===== src/logic/ocd_pkg.sv =====
// Purpose: Shared constants and types for the one-byte opcode decoder.
// Assumes: One clock state of execution equals one ref_clk cycle.
// Notes: Opcode patterns use ? for bits that carry an operand field.
package ocd_pkg;

  // Field positions inside an opcode byte.
  localparam int OCD_DST_HI = 5;
  localparam int OCD_DST_LO = 3;
  localparam int OCD_SRC_HI = 2;
  localparam int OCD_SRC_LO = 0;
  localparam int OCD_PAIR_HI = 5;
  localparam int OCD_PAIR_LO = 4;
  localparam int OCD_COND_HI = 5;
  localparam int OCD_COND_LO = 3;

  // Counter and output widths.
  localparam int OCD_CNT_W = 5;

  // Exact opcodes.
  localparam logic [7:0] OCD_OPC_CALL = 8'hCD;
  localparam logic [7:0] OCD_OPC_RET = 8'hC9;
  localparam logic [7:0] OCD_OPC_ADC_IMM = 8'hCE;
  localparam logic [7:0] OCD_OPC_ADC_MEM = 8'h8E;
  localparam logic [7:0] OCD_OPC_IMM_MEM = 8'h36;
  localparam logic [7:0] OCD_OPC_AND_IMM = 8'hE6;
  localparam logic [7:0] OCD_OPC_ACC_INV = 8'h2F;
  localparam logic [7:0] OCD_OPC_CARRY_SET = 8'h37;
  localparam logic [7:0] OCD_OPC_CARRY_INV = 8'h3F;
  localparam logic [7:0] OCD_OPC_DEC_ADJ = 8'h27;
  localparam logic [7:0] OCD_OPC_INT_ALLOW = 8'hFB;
  localparam logic [7:0] OCD_OPC_INT_BLOCK = 8'hF3;
  localparam logic [7:0] OCD_OPC_IDLE = 8'h00;
  localparam logic [7:0] OCD_OPC_PAIR_STORE = 8'h22;
  localparam logic [7:0] OCD_OPC_PAIR_LOAD = 8'h2A;

  // Opcode patterns with operand fields left open.
  localparam logic [7:0] OCD_PAT_CALL_COND = 8'b11???100;
  localparam logic [7:0] OCD_PAT_RET_COND = 8'b11???000;
  localparam logic [7:0] OCD_PAT_PAIR_DEC = 8'b00??1011;
  localparam logic [7:0] OCD_PAT_ADC_REG = 8'b10001???;
  localparam logic [7:0] OCD_PAT_IMM_REG = 8'b00???110;
  localparam logic [7:0] OCD_PAT_STORE_MEM = 8'b01110???;
  localparam logic [7:0] OCD_PAT_LOAD_MEM = 8'b01???110;
  localparam logic [7:0] OCD_PAT_REG_COPY = 8'b01??????;

  // Execution lengths in clock states.
  localparam logic [OCD_CNT_W-1:0] OCD_LEN_CALL = 5'h11;
  localparam logic [OCD_CNT_W-1:0] OCD_LEN_CALL_SKIP = 5'h0B;
  localparam logic [OCD_CNT_W-1:0] OCD_LEN_RET = 5'h0A;
  localparam logic [OCD_CNT_W-1:0] OCD_LEN_RET_TAKEN = 5'h0B;
  localparam logic [OCD_CNT_W-1:0] OCD_LEN_RET_SKIP = 5'h05;
  localparam logic [OCD_CNT_W-1:0] OCD_LEN_PAIR_DEC = 5'h05;
  localparam logic [OCD_CNT_W-1:0] OCD_LEN_IMM = 5'h07;
  localparam logic [OCD_CNT_W-1:0] OCD_LEN_ADC_REG = 5'h04;
  localparam logic [OCD_CNT_W-1:0] OCD_LEN_IMM_MEM = 5'h0A;
  localparam logic [OCD_CNT_W-1:0] OCD_LEN_MEM = 5'h07;
  localparam logic [OCD_CNT_W-1:0] OCD_LEN_REG_COPY = 5'h05;
  localparam logic [OCD_CNT_W-1:0] OCD_LEN_SINGLE = 5'h04;
  localparam logic [OCD_CNT_W-1:0] OCD_LEN_DIRECT = 5'h10;
  localparam logic [OCD_CNT_W-1:0] OCD_LEN_UNKNOWN = 5'h01;

  // Values after reset.
  localparam logic [OCD_CNT_W-1:0] OCD_RST_CNT = 5'h00;
  localparam logic [2:0] OCD_RST_FIELD = 3'h0;
  localparam logic [1:0] OCD_RST_PAIR = 2'h0;
  localparam logic [7:0] OCD_RST_SEL = 8'h00;

  // Register field codes.
  typedef enum logic [2:0] {
    OCD_REG_B = 3'h0,
    OCD_REG_C = 3'h1,
    OCD_REG_D = 3'h2,
    OCD_REG_E = 3'h3,
    OCD_REG_H = 3'h4,
    OCD_REG_L = 3'h5,
    OCD_REG_MEM = 3'h6,
    OCD_REG_A = 3'h7
  } ocd_reg_t;

  // Condition field codes.
  typedef enum logic [2:0] {
    OCD_CC_NZ = 3'h0,
    OCD_CC_Z = 3'h1,
    OCD_CC_NC = 3'h2,
    OCD_CC_C = 3'h3,
    OCD_CC_PO = 3'h4,
    OCD_CC_PE = 3'h5,
    OCD_CC_P = 3'h6,
    OCD_CC_M = 3'h7
  } ocd_cond_t;

  // Decoded instruction class.
  typedef enum logic [4:0] {
    OCD_OP_UNKNOWN = 5'h00,
    OCD_OP_CALL = 5'h01,
    OCD_OP_CALL_COND = 5'h02,
    OCD_OP_RET = 5'h03,
    OCD_OP_RET_COND = 5'h04,
    OCD_OP_PAIR_DEC = 5'h05,
    OCD_OP_ADC_IMM = 5'h06,
    OCD_OP_ADC_MEM = 5'h07,
    OCD_OP_ADC_REG = 5'h08,
    OCD_OP_IMM_MEM = 5'h09,
    OCD_OP_IMM_REG = 5'h0A,
    OCD_OP_STORE_MEM = 5'h0B,
    OCD_OP_LOAD_MEM = 5'h0C,
    OCD_OP_REG_COPY = 5'h0D,
    OCD_OP_AND_IMM = 5'h0E,
    OCD_OP_ACC_INV = 5'h0F,
    OCD_OP_CARRY_SET = 5'h10,
    OCD_OP_CARRY_INV = 5'h11,
    OCD_OP_DEC_ADJ = 5'h12,
    OCD_OP_INT_ALLOW = 5'h13,
    OCD_OP_INT_BLOCK = 5'h14,
    OCD_OP_IDLE = 5'h15,
    OCD_OP_PAIR_STORE = 5'h16,
    OCD_OP_PAIR_LOAD = 5'h17
  } ocd_op_t;

  // Decoder sequencing states.
  typedef enum logic [1:0] {
    OCD_ST_IDLE = 2'b01,
    OCD_ST_RUN = 2'b10
  } ocd_state_t;

endpackage


===== src/logic/ocd_reg_field.sv =====
// Purpose: Turns a three-bit register field into a one-hot register select.
// Assumes: Pure combinational, used for both destination and source fields.
// Notes: Bit six of the select stands for the memory operand at H and L.
`timescale 1ns/1ps
module ocd_reg_field
  import ocd_pkg::*;
(
  // Field in.
  input wire logic [2:0] field,
  // Select out.
  output logic [7:0] sel,
  output logic is_mem
);

  always_comb begin
    sel = 8'h00;
    case (ocd_reg_t'(field))
      OCD_REG_B: sel = 8'h01;
      OCD_REG_C: sel = 8'h02;
      OCD_REG_D: sel = 8'h04;
      OCD_REG_E: sel = 8'h08;
      OCD_REG_H: sel = 8'h10;
      OCD_REG_L: sel = 8'h20;
      OCD_REG_MEM: sel = 8'h40;
      OCD_REG_A: sel = 8'h80;
      default: sel = 8'h00;
    endcase
  end

  assign is_mem = (field == OCD_REG_MEM);

endmodule


===== src/logic/ocd_cond_eval.sv =====
// Purpose: Decides whether a condition field is met by the current flags.
// Assumes: Flags come from logic on the same clock.
// Notes: Pure combinational.
`timescale 1ns/1ps
module ocd_cond_eval
  import ocd_pkg::*;
(
  // Condition and flags.
  input wire logic [2:0] cond,
  input wire logic flag_zero,
  input wire logic flag_carry,
  input wire logic flag_parity,
  input wire logic flag_sign,
  // Result.
  output logic taken
);

  always_comb begin
    taken = 1'b0;
    case (ocd_cond_t'(cond))
      OCD_CC_NZ: taken = !flag_zero;
      OCD_CC_Z: taken = flag_zero;
      OCD_CC_NC: taken = !flag_carry;
      OCD_CC_C: taken = flag_carry;
      OCD_CC_PO: taken = !flag_parity;
      OCD_CC_PE: taken = flag_parity;
      OCD_CC_P: taken = !flag_sign;
      OCD_CC_M: taken = flag_sign;
      default: taken = 1'b0;
    endcase
  end

endmodule


===== src/logic/ocd_decoder.sv =====
// Purpose: Decodes one-byte opcodes, gives operand fields and counts execution states.
// Assumes: Opcode, strobe and flags come from fetch logic on ref_clk; one state per cycle.
// Notes: An opcode is taken only while ready is high; done pulses when its states have run.
`timescale 1ns/1ps
module ocd_decoder
  import ocd_pkg::*;
(
  // Clock, reset and enable.
  input wire logic ref_clk,
  input wire logic nrst,
  input wire logic ce,
  // Opcode from fetch.
  input wire logic [7:0] opcode,
  input wire logic opcode_valid,
  // Flags from the processor.
  input wire logic flag_zero,
  input wire logic flag_carry,
  input wire logic flag_parity,
  input wire logic flag_sign,
  // Handshake.
  output logic ready,
  output logic done,
  // Decoded result.
  output ocd_op_t op_class,
  output logic op_unknown,
  output logic [2:0] destination_field,
  output logic [2:0] source_field,
  output logic [7:0] dst_sel,
  output logic [7:0] src_sel,
  output logic [1:0] pair_field,
  output logic [2:0] cond_field,
  output logic cond_taken,
  output logic [1:0] imm_bytes,
  output logic writes_flags,
  output logic mem_access,
  output logic [OCD_CNT_W-1:0] op_states
);

  function automatic ocd_op_t classify(input logic [7:0] op);
    logic dmem;
    logic smem;
    dmem = (op[OCD_DST_HI:OCD_DST_LO] == OCD_REG_MEM);
    smem = (op[OCD_SRC_HI:OCD_SRC_LO] == OCD_REG_MEM);
    classify = OCD_OP_UNKNOWN;
    casez (op)
      OCD_OPC_CALL: classify = OCD_OP_CALL;
      OCD_OPC_RET: classify = OCD_OP_RET;
      OCD_OPC_ADC_IMM: classify = OCD_OP_ADC_IMM;
      OCD_OPC_ADC_MEM: classify = OCD_OP_ADC_MEM;
      OCD_OPC_IMM_MEM: classify = OCD_OP_IMM_MEM;
      OCD_OPC_AND_IMM: classify = OCD_OP_AND_IMM;
      OCD_OPC_ACC_INV: classify = OCD_OP_ACC_INV;
      OCD_OPC_CARRY_SET: classify = OCD_OP_CARRY_SET;
      OCD_OPC_CARRY_INV: classify = OCD_OP_CARRY_INV;
      OCD_OPC_DEC_ADJ: classify = OCD_OP_DEC_ADJ;
      OCD_OPC_INT_ALLOW: classify = OCD_OP_INT_ALLOW;
      OCD_OPC_INT_BLOCK: classify = OCD_OP_INT_BLOCK;
      OCD_OPC_IDLE: classify = OCD_OP_IDLE;
      OCD_OPC_PAIR_STORE: classify = OCD_OP_PAIR_STORE;
      OCD_OPC_PAIR_LOAD: classify = OCD_OP_PAIR_LOAD;
      OCD_PAT_CALL_COND: classify = OCD_OP_CALL_COND;
      OCD_PAT_RET_COND: classify = OCD_OP_RET_COND;
      OCD_PAT_PAIR_DEC: classify = OCD_OP_PAIR_DEC;
      OCD_PAT_ADC_REG: classify = smem ? OCD_OP_UNKNOWN : OCD_OP_ADC_REG;
      OCD_PAT_IMM_REG: classify = dmem ? OCD_OP_UNKNOWN : OCD_OP_IMM_REG;
      OCD_PAT_STORE_MEM: classify = smem ? OCD_OP_UNKNOWN : OCD_OP_STORE_MEM;
      OCD_PAT_LOAD_MEM: classify = dmem ? OCD_OP_UNKNOWN : OCD_OP_LOAD_MEM;
      OCD_PAT_REG_COPY: classify = (dmem || smem) ? OCD_OP_UNKNOWN : OCD_OP_REG_COPY;
      default: classify = OCD_OP_UNKNOWN;
    endcase
  endfunction

  function automatic logic [OCD_CNT_W-1:0] length_of(input ocd_op_t cls, input logic taken);
    length_of = OCD_LEN_UNKNOWN;
    case (cls)
      OCD_OP_CALL: length_of = OCD_LEN_CALL;
      OCD_OP_RET: length_of = OCD_LEN_RET;
      OCD_OP_CALL_COND: length_of = taken ? OCD_LEN_CALL : OCD_LEN_CALL_SKIP;
      OCD_OP_RET_COND: length_of = taken ? OCD_LEN_RET_TAKEN : OCD_LEN_RET_SKIP;
      OCD_OP_PAIR_DEC: length_of = OCD_LEN_PAIR_DEC;
      OCD_OP_ADC_IMM, OCD_OP_AND_IMM, OCD_OP_IMM_REG: length_of = OCD_LEN_IMM;
      OCD_OP_ADC_MEM, OCD_OP_STORE_MEM, OCD_OP_LOAD_MEM: length_of = OCD_LEN_MEM;
      OCD_OP_ADC_REG: length_of = OCD_LEN_ADC_REG;
      OCD_OP_IMM_MEM: length_of = OCD_LEN_IMM_MEM;
      OCD_OP_REG_COPY: length_of = OCD_LEN_REG_COPY;
      OCD_OP_PAIR_STORE, OCD_OP_PAIR_LOAD: length_of = OCD_LEN_DIRECT;
      OCD_OP_ACC_INV, OCD_OP_CARRY_SET, OCD_OP_CARRY_INV, OCD_OP_DEC_ADJ, OCD_OP_INT_ALLOW, OCD_OP_INT_BLOCK,
        OCD_OP_IDLE: length_of = OCD_LEN_SINGLE;
      default: length_of = OCD_LEN_UNKNOWN;
    endcase
  endfunction

  ocd_state_t state;
  ocd_state_t next_state;
  logic [OCD_CNT_W-1:0] cnt;
  logic take;
  logic last;
  logic taken_now;
  ocd_op_t cls_now;
  logic [7:0] dst_sel_now;
  logic [7:0] src_sel_now;
  logic dst_mem_now;
  logic src_mem_now;

  ocd_reg_field u_dst (
    .field(opcode[OCD_DST_HI:OCD_DST_LO]),
    .sel(dst_sel_now),
    .is_mem(dst_mem_now)
  );

  ocd_reg_field u_src (
    .field(opcode[OCD_SRC_HI:OCD_SRC_LO]),
    .sel(src_sel_now),
    .is_mem(src_mem_now)
  );

  ocd_cond_eval u_cond (
    .cond(opcode[OCD_COND_HI:OCD_COND_LO]),
    .flag_zero(flag_zero),
    .flag_carry(flag_carry),
    .flag_parity(flag_parity),
    .flag_sign(flag_sign),
    .taken(taken_now)
  );

  assign cls_now = classify(opcode);
  assign take = ce && (state == OCD_ST_IDLE) && opcode_valid;
  assign last = (state == OCD_ST_RUN) && (cnt == 5'h01);

  // Sequencing between waiting for an opcode and running its states.
  always_comb begin
    next_state = state;
    case (state)
      OCD_ST_IDLE: next_state = opcode_valid ? OCD_ST_RUN : OCD_ST_IDLE;
      OCD_ST_RUN: next_state = (cnt == 5'h01) ? OCD_ST_IDLE : OCD_ST_RUN;
      default: next_state = OCD_ST_IDLE;
    endcase
  end

  always_ff @(posedge ref_clk or negedge nrst) begin
    if (!nrst) begin
      state <= OCD_ST_IDLE;
      ready <= 1'b1;
    end else if (ce) begin
      state <= next_state;
      ready <= (next_state == OCD_ST_IDLE);
    end
  end

  // State counter and completion pulse.
  always_ff @(posedge ref_clk or negedge nrst) begin
    if (!nrst) begin
      cnt <= OCD_RST_CNT;
      done <= 1'b0;
    end else if (ce) begin
      done <= last;
      if (take) begin
        cnt <= length_of(cls_now, taken_now);
      end else if (state == OCD_ST_RUN) begin
        cnt <= cnt - 5'h01;
      end
    end
  end

  // Decoded fields held for the whole instruction.
  always_ff @(posedge ref_clk or negedge nrst) begin
    if (!nrst) begin
      op_class <= OCD_OP_UNKNOWN;
      op_unknown <= 1'b0;
      destination_field <= OCD_RST_FIELD;
      source_field <= OCD_RST_FIELD;
      dst_sel <= OCD_RST_SEL;
      src_sel <= OCD_RST_SEL;
      pair_field <= OCD_RST_PAIR;
      cond_field <= OCD_RST_FIELD;
      cond_taken <= 1'b0;
      op_states <= OCD_RST_CNT;
    end else if (take) begin
      op_class <= cls_now;
      op_unknown <= (cls_now == OCD_OP_UNKNOWN);
      destination_field <= opcode[OCD_DST_HI:OCD_DST_LO];
      source_field <= opcode[OCD_SRC_HI:OCD_SRC_LO];
      dst_sel <= dst_sel_now;
      src_sel <= src_sel_now;
      pair_field <= opcode[OCD_PAIR_HI:OCD_PAIR_LO];
      cond_field <= opcode[OCD_COND_HI:OCD_COND_LO];
      cond_taken <= taken_now;
      op_states <= length_of(cls_now, taken_now);
    end
  end

  // Operand bytes, flag effect and memory use of the taken opcode.
  always_ff @(posedge ref_clk or negedge nrst) begin
    if (!nrst) begin
      imm_bytes <= 2'h0;
      writes_flags <= 1'b0;
      mem_access <= 1'b0;
    end else if (take) begin
      imm_bytes <= 2'h0;
      writes_flags <= 1'b0;
      mem_access <= 1'b0;
      case (cls_now)
        OCD_OP_CALL, OCD_OP_CALL_COND, OCD_OP_PAIR_STORE, OCD_OP_PAIR_LOAD: begin
          imm_bytes <= 2'h2;
          mem_access <= 1'b1;
        end
        OCD_OP_RET, OCD_OP_RET_COND, OCD_OP_STORE_MEM, OCD_OP_LOAD_MEM: begin
          mem_access <= 1'b1;
        end
        OCD_OP_ADC_IMM, OCD_OP_AND_IMM: begin
          imm_bytes <= 2'h1;
          writes_flags <= 1'b1;
        end
        OCD_OP_ADC_MEM: begin
          writes_flags <= 1'b1;
          mem_access <= 1'b1;
        end
        OCD_OP_ADC_REG, OCD_OP_DEC_ADJ, OCD_OP_CARRY_SET, OCD_OP_CARRY_INV: begin
          writes_flags <= 1'b1;
        end
        OCD_OP_IMM_MEM: begin
          imm_bytes <= 2'h1;
          mem_access <= 1'b1;
        end
        OCD_OP_IMM_REG: begin
          imm_bytes <= 2'h1;
        end
        default: begin
          imm_bytes <= 2'h0;
        end
      endcase
    end
  end
endmodule


===== config.mk =====
export PLATFORM = sky130hd
export DESIGN_NAME = ocd_decoder
export DESIGN_NICKNAME = d
export VERILOG_FILES = /design/src/logic/ocd_pkg.sv /design/src/logic/ocd_reg_field.sv /design/src/logic/ocd_cond_eval.sv /design/src/logic/ocd_decoder.sv
export SDC_FILE = /design/constraint.sdc
export NUM_CORES = 1
export LEC_CHECK = 0
export BUFFER_PORTS_ARGS = -buffer_cell sky130_fd_sc_hd__buf_2
export CORE_ASPECT_RATIO = 0.75
export CORE_MARGIN = 10
export CORE_UTILIZATION = 50
export CTS_CLUSTER_DIAMETER = 80
export DETAILED_ROUTE_END_ITERATION = 10
export PLACE_DENSITY_LB_ADDON = 0.05
export SLEW_MARGIN = 30
export SYNTH_ARGS = -nofsm -noshare
export SYNTH_HDL_FRONTEND = slang
export SYNTH_SLANG_ARGS = --single-unit

===== constraint.sdc =====
create_clock -name ref_clk -period 2.5 [get_ports ref_clk]
set_input_delay 0 -clock ref_clk [delete_from_list [all_inputs] [get_ports ref_clk]]
set_output_delay 0 -clock ref_clk [all_outputs]
set_load 0.03 [all_outputs]

==> Word level (Yosys, flattened, before mapping) <==
Memory sizes are Yosys's and may differ from the RTL's. A register that Yosys moved wholly into a read port is not among the register bits.
Cells that the tools add are included.
{ "word_totals": {"mem_bits_ro": 128, "in_bits": 16, "ff_bits": 33, "elab_cells": 119, "out_inout_bits": 45, "memories": 2} }
{ "classes": {"reduce_logical": 24, "n_mux": 21, "n_addsub": 1, "n_eq_ne": 57} }
{ "memory_table": {"columns": ["name", "words", "width", "read_ports", "rd_ports_with_merged_regs", "write_ports", "line_no", "source"], "rows": [
  ["(no name shown)", 8, 8, 1, 1, 0, "ocd_reg_field.sv:17", "case (ocd_reg_t'(field))"],
  ["(no name shown)", 8, 8, 1, 1, 0, "ocd_reg_field.sv:17", null]
]} }
{ "op_table": {"columns": ["operator", "count"], "rows": [
  ["5-bit one-hot mux with 18 select lines", 1],
  ["8-bit by 6-bit == test with 1-bit output, second input constant", 7],
  ["8-bit == test, second input constant", 7],
  ["5-bit == test, second input constant", 11],
  ["5-bit by 4-bit == test with 1-bit output, second input constant", 10],
  ["5-bit one-hot mux with 8 select lines", 1],
  ["4-bit two-way mux", 8],
  ["5-bit by 3-bit == test with 1-bit output, second input constant", 5],
  ["3-bit == test, second input constant", 5],
  ["5-bit two-way mux", 3],
  ["4-bit one-hot mux with 3 select lines", 1],
  ["5-bit by 1-bit == test with 1-bit output, second input constant", 2],
  ["5-bit by 2-bit == test with 1-bit output, second input constant", 2],
  ["10-bit OR reduction", 1],
  ["8-bit zero test", 1],
  ["1-bit one-hot mux with 8 select lines", 1],
  ["2-bit one-hot mux with 2 select lines", 2],
  ["4-bit OR reduction", 2],
  ["8-bit OR reduction", 1],
  ["7-bit OR reduction", 1],
  ["2-bit by 1-bit == test with 1-bit output, second input constant", 3],
  ["3-bit by 2-bit == test with 1-bit output, second input constant", 2],
  ["6-bit by 4-bit == test with 1-bit output, second input constant", 1],
  ["1-bit zero test", 6],
  ["other kinds (13)", 19]
]} }

==> Longest topological paths before layout <==
Gate-level depths: netlist of run 1.
{ "depth": {"word_depth": 11, "mapped_depth": 9} }

==> By module <==
Synthesis of run 1 repeated with hierarchy kept, for this count alone.
{ "unflattened": {"cells_unflattened": 338, "hier_area_um2": 2877.8} }
{ "by_module_without_submodules": {"columns": ["mod", "cells_per_inst", "area_per_inst_um2", "n_inst"], "rows": [
  ["ocd_decoder", 318, 2701.3, 1],
  ["ocd_reg_field", 9, 72.6, 2],
  ["ocd_cond_eval", 2, 31.3, 1]
]} }

==> Worst setup path after synthesis of run 1 <==
OpenSTA, ideal clock, no wires.
{ "synth_path": {"path_type": "input to register", "from": "input opcode[7]", "to": "register cnt[0]", "setup_slack_ns": 0.202, "arrival_ns": 2.204, "stages": 8, "cell_sequence": "buf_6 or4b_4 or3_1 and3_4 a31oi_4 o32ai_1 or4b_4 a221oi_2"} }
{ "synth_via": {"elab_chain_len": 9, "elab_cells_between_ends": 57} }
{ "synth_rtl": {"columns": ["item", "line_no", "source"], "rows": [
  ["start: declaration", "ocd_decoder.sv:13", "input wire logic [7:0] opcode,"],
  ["2-bit by 1-bit == test with 1-bit output", "ocd_decoder.sv:45", "casez (op)"],
  ["4-bit two-way mux (2 in a row)", "ocd_decoder.sv:45", null],
  ["4-bit one-hot mux with 3 select lines", "ocd_decoder.sv:45", null],
  ["5-bit one-hot mux with 18 select lines (*)", "ocd_decoder.sv:45", null],
  ["5-bit by 4-bit == test with 1-bit output (tied with other cells)", "ocd_decoder.sv:75", "case (cls)"],
  ["8-bit OR reduction (no source line) (tied with other cells)", null, null],
  ["5-bit one-hot mux with 8 select lines (*)", "ocd_decoder.sv:75", null],
  ["5-bit two-way mux (*)", "ocd_decoder.sv:157", "if (take) begin"],
  ["end signal: assignment", "ocd_decoder.sv:158", "cnt <= length_of(cls_now, taken_now);"],
  ["end signal: assignment", "ocd_decoder.sv:160", "cnt <= cnt - 5'h01;"],
  ["end: declaration", "ocd_decoder.sv:95", "logic [OCD_CNT_W-1:0] cnt;"]
]} }
Every way passes the cells marked *; elsewhere a longest branch is shown, timed or not.
A chain may end at the register's enable or synchronous reset.

==> Worst setup path after layout of run 1 <==
{ "layout_path": {"from": "input opcode[4]", "to": "register op_states[0]"} }
{ "layout_via": {"elab_chain_len": 10, "elab_cells_between_ends": 55} }
{ "layout_rtl": {"columns": ["item", "line_no", "source"], "rows": [
  ["3-bit == test", "ocd_decoder.sv:42", "dmem = (op[OCD_DST_HI:OCD_DST_LO] == OCD_REG_MEM);"],
  ["1-bit logical OR", "ocd_decoder.sv:68", "OCD_PAT_REG_COPY: classify = (dmem || smem) ? OCD_OP_UNKNOWN : OCD_OP_REG_COPY;"],
  ["4-bit two-way mux", "ocd_decoder.sv:68", null],
  ["4-bit two-way mux (2 in a row)", "ocd_decoder.sv:45", null],
  ["4-bit one-hot mux with 3 select lines", "ocd_decoder.sv:45", null],
  ["5-bit one-hot mux with 18 select lines (*)", "ocd_decoder.sv:45", null],
  ["5-bit by 4-bit == test with 1-bit output (tied with other cells)", "ocd_decoder.sv:75", null],
  ["8-bit OR reduction (no source line) (tied with other cells)", null, null],
  ["5-bit one-hot mux with 8 select lines (*)", "ocd_decoder.sv:75", null],
  ["end signal: assignment", "ocd_decoder.sv:188", "op_states <= length_of(cls_now, taken_now);"],
  ["end: declaration", "ocd_decoder.sv:36", "output logic [OCD_CNT_W-1:0] op_states"]
]} }
Marked as above.

==> summary.md, run 1 <==
| Metric | Value |
|---|---|
| Row Count | `23` |
| Fin cells | `487` |
| Setup Buffers After CTS | `0` |
| Fin Setup TNS | `0 ns` |
| Final core utilization | `between 60 and 70%` |
| Yosys top cell by area | `dfrtp_1` |
| Antenna violations before repair | `0` |
| Max Cap Violations | `0` |
| CTS Hold Buffers Added | `2` |
| Netlist cell types | `62` |
| HP Class | `in2reg` |
| Core footprint | `5470 µm²` |
| GP Congestion | `0.923` |
| DP HPWL | `6270 µm` |
| Layout area overhead | `21.3%` |
| Initial DRC count | `~200` |
| Main area contributors after synthesis | `dfrtp_1 39%, nand2_1 7.6%, o21ai_0 3.6%` |
| Synthesized net count | `~360` |
| Num CTS Buffers | `5` |
| Synth Area in XOR/XNOR | `0.605%` |
| Routed metal-1 wirelength | `4190 µm` |
| Placed cells | `approximately 480` |
| Synth async-reset ratio | `100%` |
| Lkg Pwr | `~1.7 nW` |
| Warnings, synthesis | `0` |
| Bufs on Longest Clock Path | `2` |
| Post-synthesis compound-gate area fraction | `19.6%` |
| Final wirelength | `a little over 8000 µm` |
| Post-synth top cells | `59 x nand2_1, 45 x dfrtp_1, 26 x nor2_1, 21 x o21ai_0, 15 x a21oi_1` |
| Post-Syn Area | `slightly below 3000 µm²` |
| Post-Syn Area per Cell | `8.47 µm²` |
| Post-synth EDFFs | `0` |
| Post-cts sizing count | `0` |
| Worst setup path class | `in2reg` |
| Hold Fails Final Rpt | `0` |
| Setup WS pre-CTS | `0.0541 ns` |
| DR top layer | `met4` |
| Final #Nets | `431` |
| Vias per Instance | `5.70` |
| Startpoint types | `input pin` |
| H-tree levels | `2` |
| Req. time, crit path | `roughly 2.7 ns` |
| Largest family of logic cells by synthesized area | `simple AND/OR/NAND/NOR gates` |
| CP endpoint kind | `register` |
| Pin count of the biggest net entering global routing | `48` |
| Synthesized flop and latch total | `47` |
| Pwr Total | `3.53 mW` |
| Global-route wire length before repair | `13700 µm` |
| Post-synthesis simple-gate area fraction | `between 20 and 30%` |
| Slew @ Worst Pin | `0.819 ns` |
| Vias in the first global route | `between 2000 and 3000` |
| Top Ports | `61` |
| DR vias | `2774` |
| Run status | `finished, final reports clean` |
| Slew HR | `44.9%` |
| Setup violations, final | `0` |
| Final WS setup | `just over 0.3 ns` |
| VDD IR max | `0.000672 V` |
| Port Buffers | `60` |
| Count leader, synth | `nand2_1` |
| WP data arrival | `2.37 ns` |
| DRC viols | `0` |
| Gr ovfl total | `0` |
| Drt pass-1 iters | `4` |
| Max FO, Critical Path | `14` |
| Worst-Skew Late Latency | `0.30 ns` |
| Multiplexer share of the synthesized area | `1.17%` |
| Crit path time final | `2.19 ns` |
| Overall die height | `approximately 86 µm` |
| Routed length on met2 | `3180 µm` |
| Final period util | `87.6%` |
| Antenna viol nets, final | `0` |
| Design Area, Final | `around 3500 µm²` |
| Mapped Cells | `342` |
| Met3 WL | `715 µm` |
| Fmax achieved | `457 MHz` |
| Power density cells | `just over 1000 nW/µm²` |
| Synth Flop Type | `dfrtp_1` |
| Hold_ws | `0.0136 ns` |
| RSZ-0062 raised after global routing | `false` |
| Initial core utilization | `53.0%` |
| CTS sink cnt | `47` |
| Placed Area | `3370 µm²` |
| Die Wd | `108 µm` |
| Root Driver | `clkbuf_8` |
| Clk slew on worst S/H paths | `0.10 ns` |
| Adder-Cell Fraction of Synth Area | `between 1.5 and 2%` |
| Total GRT Usage | `18.1%` |
| Die Area | `9270 µm²` |
| ANT cells | `0` |
| Top cell type's share of synthesized area | `roughly two fifths` |
| Post-synthesis sequential area ratio | `40.7%` |
| Final slew viol count | `0` |
| CTS tree | `yes` |
| Share of cells above drive strength 1 | `a little over a quarter` |
| Clk_skew | `0.00618 ns` |
| Wire per inst | `16.7 µm` |
where the power goes:
group	switching [mW]	internal, mW	total, mW
clock	0.279	0.329	0.608
sequential	0.176	1.06	1.23
combinational	1.16	0.539	1.69
worst max-delay path: stages:
cell	delay, ns
buf_2	0.22
and3b_1	0.21
o2111ai_1	0.30
nand4_1	0.27
or4b_1	0.61
a211oi_1	0.44
or4b_4	0.24
a21oi_1	0.08
kinds of logic after synthesis:
group / Yosys count
compound gates: 81
xor+xnor: 2
fa+ha+maj: 4
buf+inv: 44
flops: 47
mux: 2
simple gates: 162
sequential cells by signal, indices dropped and copies added, names as in the netlist, 3 cells and up:
| name | cells |
|---|---|
| cnt | 5 |
| op_class | 5 |
| dst_sel | 8 |
| op_states | 5 |
| src_sel | 8 |
| source_field | 3 |
layer usage:
| metal | global-route usage (%) | vias to the layer above |
|---|---|---|
| met2 | 24.8 | 97 |
| met5 | 0 | - |
| met3 | 5.46 | 7 |
| met4 | 3.63 | 0 |
| li1 | - | 1378 |
| met1 | 26.9 | 1292 |
final cells by class:
class / instances / area (µm²)
Fill cell: 501 / 1950
Clock buffer: 6 / 82.6
Multi-Input combinational cell: 251 / 1510
Inverter: 12 / 45.0
Tap cell: 75 / 93.8
Timing Repair Buffer: 94 / 563
Sequential cell: 47 / 1180
Clock inverter: 2 / 38.8
layout by cell type, fill, tap and decap left out, types with 6 or more instances in the layout:
master    instances
a21oi_1          15
buf_2            59
inv_1            12
o21ai_0          21
buf_4            33
nand3_1          14
nand2_1          59
dfrtp_1          45
nor3_1            9
nor2_1           26
clkbuf_8          6
final timing paths:
kind | start | end | slack, ns | cells past startpoint
max | opcode[4] | op_states[0]$_DFFE_PN0P_ | 0.31 | 8
min | opcode[1] | src_sel[0]$_DFFE_PN0P_ | 0.01 | 2
max reg2reg | state[0]$_DFFE_PN1P_ | cnt[2]$_DFFE_PN0P_ | 0.45 | 8
min reg2reg | dst_sel[5]$_DFFE_PN0P_ | dst_sel[5]$_DFFE_PN0P_ | 0.47 | 2
max in group asynchronous | nrst | dst_sel[6]$_DFFE_PN0P_ | 1.86 | 2
min in group asynchronous | nrst | src_sel[0]$_DFFE_PN0P_ | 0.23 | 2
(Power assumes the default switching activity.)
==> inputs of run 2 (changes only) <==
SYNTH_HIERARCHICAL = 1   (was unset)
==> run 2 against run 1 <==
  * Register-to-register slack improved by 0.04 ns
  * Setup slack better by 0.021 ns
  * Fmax up 0.97%
  * Synthesized area decreased by 0.61%
  * Power is 7.2% lower
  * Design area down 3.9%
  * Global-route usage is 1.1 points lower
  * Critical path depth increased by 1
  * Clock skew shrank 0.0023 ns
  * Sequential share of layout area grew 1.4 points
==> summary.md, run 2 <==
| Metric | Value |
|---|---|
| Run status | `finished, final reports clean` |
| RSZ-0062 raised after global routing | `false` |
| Clk slew on worst S/H paths | `0.09 ns (about the same)` |
| Synth async-reset ratio | `100% (unchanged)` |
| Global-route wire length before repair | `13000 µm (-5.4%)` |
| Layout area overhead | `17.3%` |
| Worst setup path class | `in2reg` |
| VDD IR max | `0.000574 V (-15%)` |
| Logic pwr share | `47.5% (-0.4 points)` |
| Initial DRC count | `172 (-14%)` |
| Setup Buffers After CTS | `0 (unchanged)` |
| WP buf/inv | `1 (unchanged)` |
| Clk pwr share | `15.3% (-1.9 points)` |
| Synthesized flop and latch total | `47 (unchanged)` |
| Fmax achieved | `461 MHz (+0.97%)` |
| Antenna violations before repair | `0 (unchanged)` |
| DP HPWL | `5710 µm (-8.8%)` |
| Vias in the first global route | `2549 (-5.8%)` |
| DRC viols | `0 (unchanged)` |
| Synthesized net count | `358 (-1.1%)` |
| Drt pass-1 iters | `5 (+1)` |
| Lkg Pwr | `1.77 nW (+4.4%)` |
| Req. time, crit path | `2.68 ns (about the same)` |
| Netlist cell types | `63 (+1.6%)` |
| GP Congestion | `0.953 (+3.2%)` |
| Most frequent cells in the layout | `96 x nand2_1, 60 x buf_2, 45 x dfrtp_1, 21 x nor2_1, 20 x buf_4` |
| Slowest stage delay, CP | `0.59 ns (-0.02 ns)` |
| Clk_skew | `0.00386 ns (-0.00231 ns)` |
| Die Area | `9220 µm² (-0.48%)` |
| Sw Ratio | `46.4% (+0.83 points)` |
| Post-Syn Area per Cell | `8.51 µm² (+0.57%)` |
| Crit-path slowest cell | `a2111oi_0` |
| CTS tree | `yes` |
| HP Class | `in2reg` |
| Warnings, synthesis | `6 (+6)` |
| Top cell type's share of synthesized area | `39.1% (+0.24 points)` |
| Core footprint | `5470 µm² (unchanged)` |
| Total GRT Usage | `17.0% (-1.1 points)` |
| Fin Setup TNS | `0 ns (unchanged)` |
| H-tree levels | `2 (unchanged)` |
| Mapped Cells | `338 (-1.2%)` |
| P_int | `1.76 mW (-8.6%)` |
| Design Area, Final | `3380 µm² (-3.9%)` |
| Wire per inst | `16.0 µm (-4.3%)` |
| Share of cells above drive strength 1 | `27.7% (+0.50 points)` |
| Final period util | `86.7% (-0.85 points)` |
| Vias per Instance | `5.52 (-3.1%)` |
| Switching Power | `1.52 mW (-5.5%)` |
| Post-synthesis sequential area ratio | `41.0% (+0.25 points)` |
| Hold Fails Final Rpt | `0 (unchanged)` |
| Final slew viol count | `0 (unchanged)` |
| Post-synth EDFFs | `0 (unchanged)` |
| Post-Syn Area | `2880 µm² (-0.61%)` |
| Initial core utilization | `52.6% (-0.32 points)` |
| Startpoint types | `input pin` |
| Main area contributors after synthesis | `dfrtp_1 39%, nand2_1 13%, o21ai_0 2.8%` |
| CP endpoint kind | `register` |
| Die Wd | `108 µm (-0.25%)` |
| Power density cells | `972 nW/µm² (-3.4%)` |
| Crit path time final | `2.17 ns (-0.0211 ns)` |
| Root Driver | `clkbuf_8` |
| Num CTS Buffers | `5 (unchanged)` |
| Port Buffers | `60 (unchanged)` |
| Bufs on Longest Clock Path | `2 (unchanged)` |
| Post-synth top cells | `96 x nand2_1, 45 x dfrtp_1, 21 x nor2_1, 16 x o21ai_0` |
| Top Registers | `dst_sel (8), src_sel (8)` |
| Antenna viol nets, final | `0 (unchanged)` |
| Yosys top cell by area | `dfrtp_1` |
| ANT cells | `0 (unchanged)` |
| Final wirelength | `7600 µm (-6.5%)` |
| Sequential share of power | `37.2% (+2.3 points)` |
| Final #Nets | `420 (-2.6%)` |
| Count leader, synth | `nand2_1` |
| Placed Area | `3260 µm² (-3.3%)` |
| Overall die height | `85.7 µm (-0.23%)` |
| DR vias | `2628 (-5.3%)` |
| Critical path's top delay family | `compound AO/OA/AOI/OAI gates` |
| Gr ovfl total | `0 (unchanged)` |
| Top Ports | `61 (unchanged)` |
| Setup violations, final | `0 (unchanged)` |
| Pin count of the biggest net entering global routing | `32 (-33%)` |
| Max Cap Violations | `0 (unchanged)` |
| CTS sink cnt | `47 (unchanged)` |
| Slew @ Worst Pin | `0.567 ns (-0.252 ns)` |
| Synth Flop Type | `dfrtp_1` |
| Critical path cell sequence | `buf_2, nor3b_1, and3_1, a211oi_2, nand2b_1, a2111oi_0, o31ai_1, o31ai_2, o211ai_1` |
| Commonest non-fill, non-tap cell in the layout | `nand2_1` |
| Worst-Skew Late Latency | `0.31 ns (about the same)` |
| Max FO, Critical Path | `14 (unchanged)` |
| Row Count | `23 (unchanged)` |
| Slew HR | `61.2% (+16 points)` |
| WP data arrival | `2.35 ns (-0.02 ns)` |
-- run 2: through the flow --
stage	std cells	hold WS [ns]	power (mW)	util, %	setup slack [ns]
global route	476	0.0339	3.53	61.8	0.190
finish	476	0.0303	3.28	61.8	0.332
floorplan	338	-0.296	2.37	-	0.538
global placement	466	-0.0563	2.80	59.7	0.0772
detailed placement	466	-0.0467	2.81	59.7	0.106
CTS	476	0.0279	3.31	61.8	0.416
-- run 2: layout make-up --
cell class                 count  area [µm²]
clock inverter                 1        8.76
sequential                    47        1180
inverter                       8        30.0
fill                         508        2090
clock buffer                   7        86.3
multi-input combinational    256        1510
tap                           75        93.8
timing repair buffer          82         470
-- run 2: path summary, 6_finish.rpt --
kind                                         from                         to  slack, ns  cells past startpoint
min in group asynchronous                    nrst    op_class[3]$_DFFE_PN0P_       0.15                      2
min                                     opcode[3]  cond_field[0]$_DFFE_PN0P_       0.03                      3
max reg2reg                  state[0]$_DFFE_PN1P_   writes_flags$_DFFE_PN0P_       0.49                      5
max in group asynchronous                    nrst       state[0]$_DFFE_PN1P_       1.57                      3
max                                     opcode[6]         cnt[2]$_DFFE_PN0P_       0.33                      9
min reg2reg                dst_sel[7]$_DFFE_PN0P_     dst_sel[7]$_DFFE_PN0P_       0.47                      2
-- run 2: power groups by stage --
stage                     clock, mW  combinational [mW]  sequential [mW]
after floorplan                   0               0.689             1.68
after global placement            0                1.57             1.23
after detailed placement          0                1.58             1.23
after CTS                     0.505                1.58             1.23
after global routing          0.543                1.72             1.27
final                         0.502                1.56             1.22
-- run 2: cell families (layout without fill, tap and decap cells) --
| group | after synthesis | after routing | synth area share (%) |
|---|---|---|---|
| buf+inv | 35 | 98 | 6.61 |
| xor+xnor | 3 | 3 | 0.913 |
| mux | 1 | 1 | 0.783 |
| simple gates | 186 | 186 | 33.6 |
| flops | 47 | 47 | 41.0 |
| fa+ha+maj | 4 | 4 | 1.74 |
| compound gates | 62 | 62 | 15.4 |
-- run 2: tightest hold or removal path, cell delays in order --
cell	delay, ns
buf_2	0.17
nand2_1	0.08
nand2_1	0.04
-- run 2: per-layer routing --
| layer | vias up | global-route usage [%] | wire length, µm |
|---|---|---|---|
| met5 | - | 0 | 0 |
| met4 | 0 | 2.91 | 65 |
| met1 | 1240 | 23.5 | 3510 |
| met2 | 88 | 25.3 | 3370 |
| li1 | 1293 | - | - |
| met3 | 7 | 5.61 | 658 |
-- run 2: what timing repair did --
action	4_1_cts	5_1_grt
hold endpoints to repair	18	0
setup endpoints to repair	0	0
resized for setup	0	0
hold buffers	2	0
==> inputs of run 3 (changes only) <==
BUFFER_PORTS_ARGS = -buffer_cell sky130_fd_sc_hd__buf_4   (was -buffer_cell sky130_fd_sc_hd__buf_2)
==> run 3 against run 2 <==
  * Non-clock buffer count fell by 10
  * Flip-flop and latch count unchanged
  * Critical path depth did not move
  * Design area rose by 2.4%
  * Power up 6.2%
  * Core utilization increased by 1.5 points
  * Clock power is 8.2% higher
  * Clock-buffer cell count shrank 1
  * Sequential power hardly changed
  * Sequential share of layout area down 0.83 points
  * Die area unchanged
==> summary.md, run 3 (synthesized netlist as in run 2, its figures left out) <==
| Metric | Value |
|---|---|
| Final wirelength | `7430 µm (-2.3%)` |
| HP Class | `in2reg` |
| Vias per Instance | `5.48 (-0.67%)` |
| CP endpoint kind | `register` |
| Setup violations, final | `0 (unchanged)` |
| Num CTS Buffers | `5 (unchanged)` |
| Vias in the first global route | `2464 (-3.3%)` |
| Gr ovfl total | `0 (unchanged)` |
| CTS sink cnt | `47 (unchanged)` |
| Global-route wire length before repair | `12600 µm (-2.6%)` |
| DR vias | `2550 (-3.0%)` |
| CTS Hold Buffers Added | `2 (unchanged)` |
| Core footprint | `5470 µm² (unchanged)` |
| Drt pass-1 iters | `4 (-1)` |
| DP HPWL | `5390 µm (-5.7%)` |
| Port Buffers | `60 (unchanged)` |
| Lkg Pwr | `1.76 nW (-0.96%)` |
| Share of cells above drive strength 1 | `25.6% (-2.0 points)` |
| Worst-Skew Late Latency | `0.29 ns (-0.02 ns)` |
| VDD IR max | `0.000726 V (+26%)` |
| Layout fillers | `480 (-5.5%)` |
| Top Ports | `61 (unchanged)` |
| Worst setup path class | `in2reg` |
| Antenna violations before repair | `0 (unchanged)` |
| Fmax achieved | `489 MHz (+5.9%)` |
| Bufs on Longest Clock Path | `2 (unchanged)` |
| Die Wd | `108 µm (unchanged)` |
| Slew @ Worst Pin | `0.595 ns (+0.0274 ns)` |
| Layout area overhead | `20.2%` |
| Initial DRC count | `185 (+7.6%)` |
| Crit path time final | `2.05 ns (-0.122 ns)` |
| Final core utilization | `63.3% (+1.5 points)` |
| WP data arrival | `2.21 ns (-0.14 ns)` |
| Run status | `finished, final reports clean` |
| GP Congestion | `0.862 (-9.5%)` |
| Fin Setup TNS | `0 ns (unchanged)` |
| Final slew viol count | `0 (unchanged)` |
| CTS tree | `yes` |
| GR Util met1 | `23.1% (-0.40 points)` |
| Die Area | `9220 µm² (unchanged)` |
| Power density cells | `1010 nW/µm² (+3.6%)` |
| Met2 track demand over resource | `24.1% (-1.2 points)` |
| Startpoint types | `input pin` |
| Slew HR | `60.4% (-0.85 points)` |
| Antenna viol nets, final | `0 (unchanged)` |
| Post-cts sizing count | `0 (unchanged)` |
| Top Registers | `dst_sel (8), src_sel (8)` |
| Pin count of the biggest net entering global routing | `48 (+50%)` |
| Final period util | `81.9% (-4.9 points)` |
| Max Cap Violations | `0 (unchanged)` |
| Clk slew on worst S/H paths | `0.08 ns (about the same)` |
| ANT cells | `0 (unchanged)` |
| RSZ-0062 raised after global routing | `false` |
| M3 GR Usage | `5.46% (-0.15 points)` |
| Root Driver | `clkbuf_8` |
| Max FO, Critical Path | `20 (+6)` |
| Row Count | `23 (unchanged)` |
| Final #Nets | `410 (-2.4%)` |
| DRC viols | `0 (unchanged)` |
| H-tree levels | `2 (unchanged)` |
| Overall die height | `85.7 µm (unchanged)` |
| Most frequent cells in the layout | `96 x nand2_1, 70 x buf_4, 45 x dfrtp_1, 21 x nor2_1, 16 x o21ai_0` |
| Commonest non-fill, non-tap cell in the layout | `nand2_1` |
| Setup Buffers After CTS | `0 (unchanged)` |
| Total GRT Usage | `16.5% (-0.48 points)` |
| Clk_skew | `0.00607 ns (+0.00220 ns)` |
| Req. time, crit path | `2.66 ns (-0.02 ns)` |
| Hold Fails Final Rpt | `0 (unchanged)` |
| GR peak layer | `met2` |
| Wire per inst | `16.0 µm (about the same)` |
| Initial core utilization | `52.6% (unchanged)` |
==> run 3: cell types whose count changed in the layout (fill, tap and decap cells not counted), sizes merged <==
cell    change
buf        -10
bufinv      +1
clkbuf      -1
clkinv      -1
==> run 3: layout make-up <==
cell class | instances | area (µm²) | share of cell area [%]
inverter | 8 | 30.0 | 0.868
sequential | 47 | 1180 | 34.1
clock inverter | 1 | 30.0 | 0.868
timing repair buffer | 72 | 546 | 15.8
clock buffer | 6 | 72.6 | 2.10
multi-input combinational | 256 | 1510 | 43.6
tap | 75 | 93.8 | 2.71
==> run 3: power by group <==
| part | switching [mW] | internal [mW] |
|---|---|---|
| clock | 0.250 | 0.294 |
| sequential | 0.189 | 1.05 |
| combinational | 1.08 | 0.622 |
| total | 1.52 | 1.97 |
==> run 3: path summary, 6_finish.rpt <==
path | cells after the start | from | slack [ns] | endpoint
max reg2reg | 6 | state[0]$_DFFE_PN1P_ | 0.61 | cnt[4]$_DFFE_PN0P_
max in group asynchronous | 2 | nrst | 1.84 | dst_sel[7]$_DFFE_PN0P_
min reg2reg | 2 | dst_sel[7]$_DFFE_PN0P_ | 0.48 | dst_sel[7]$_DFFE_PN0P_
min in group asynchronous | 2 | nrst | 0.25 | op_class[0]$_DFFE_PN0P_
min | 3 | opcode[1] | 0.04 | source_field[1]$_DFFE_PN0P_
max | 9 | opcode[5] | 0.45 | cnt[2]$_DFFE_PN0P_
==> run 3: per-stage QoR <==
step | setup slack (ns) | hold WS [ns] | cells | instance area (µm²) | power (mW)
after floorplan | 0.538 | -0.296 | 338 | 2880 | 2.37
after global placement | 0.169 | 0.0467 | 456 | 3340 | 2.95
after detailed placement | 0.193 | 0.0555 | 456 | 3340 | 2.97
after CTS | 0.479 | 0.0198 | 465 | 3460 | 3.53
after global routing | 0.177 | 0.0514 | 465 | 3460 | 3.74
final | 0.454 | 0.0364 | 465 | 3460 | 3.48
==> run 3: routing by layer <==
metal	up-vias	wire length (µm)
met5	-	0
met4	0	59
met3	6	607
met2	78	3150
met1	1185	3610
li1	1281	-
==> run 3: critical path, cell delays in order <==
cell,delay [ns]
buf_4,0.18
nor3b_1,0.19
and3_1,0.25
a211oi_2,0.33
nand2b_1,0.14
a2111oi_0,0.50
o31ai_1,0.20
o31ai_2,0.29
o211ai_1,0.13
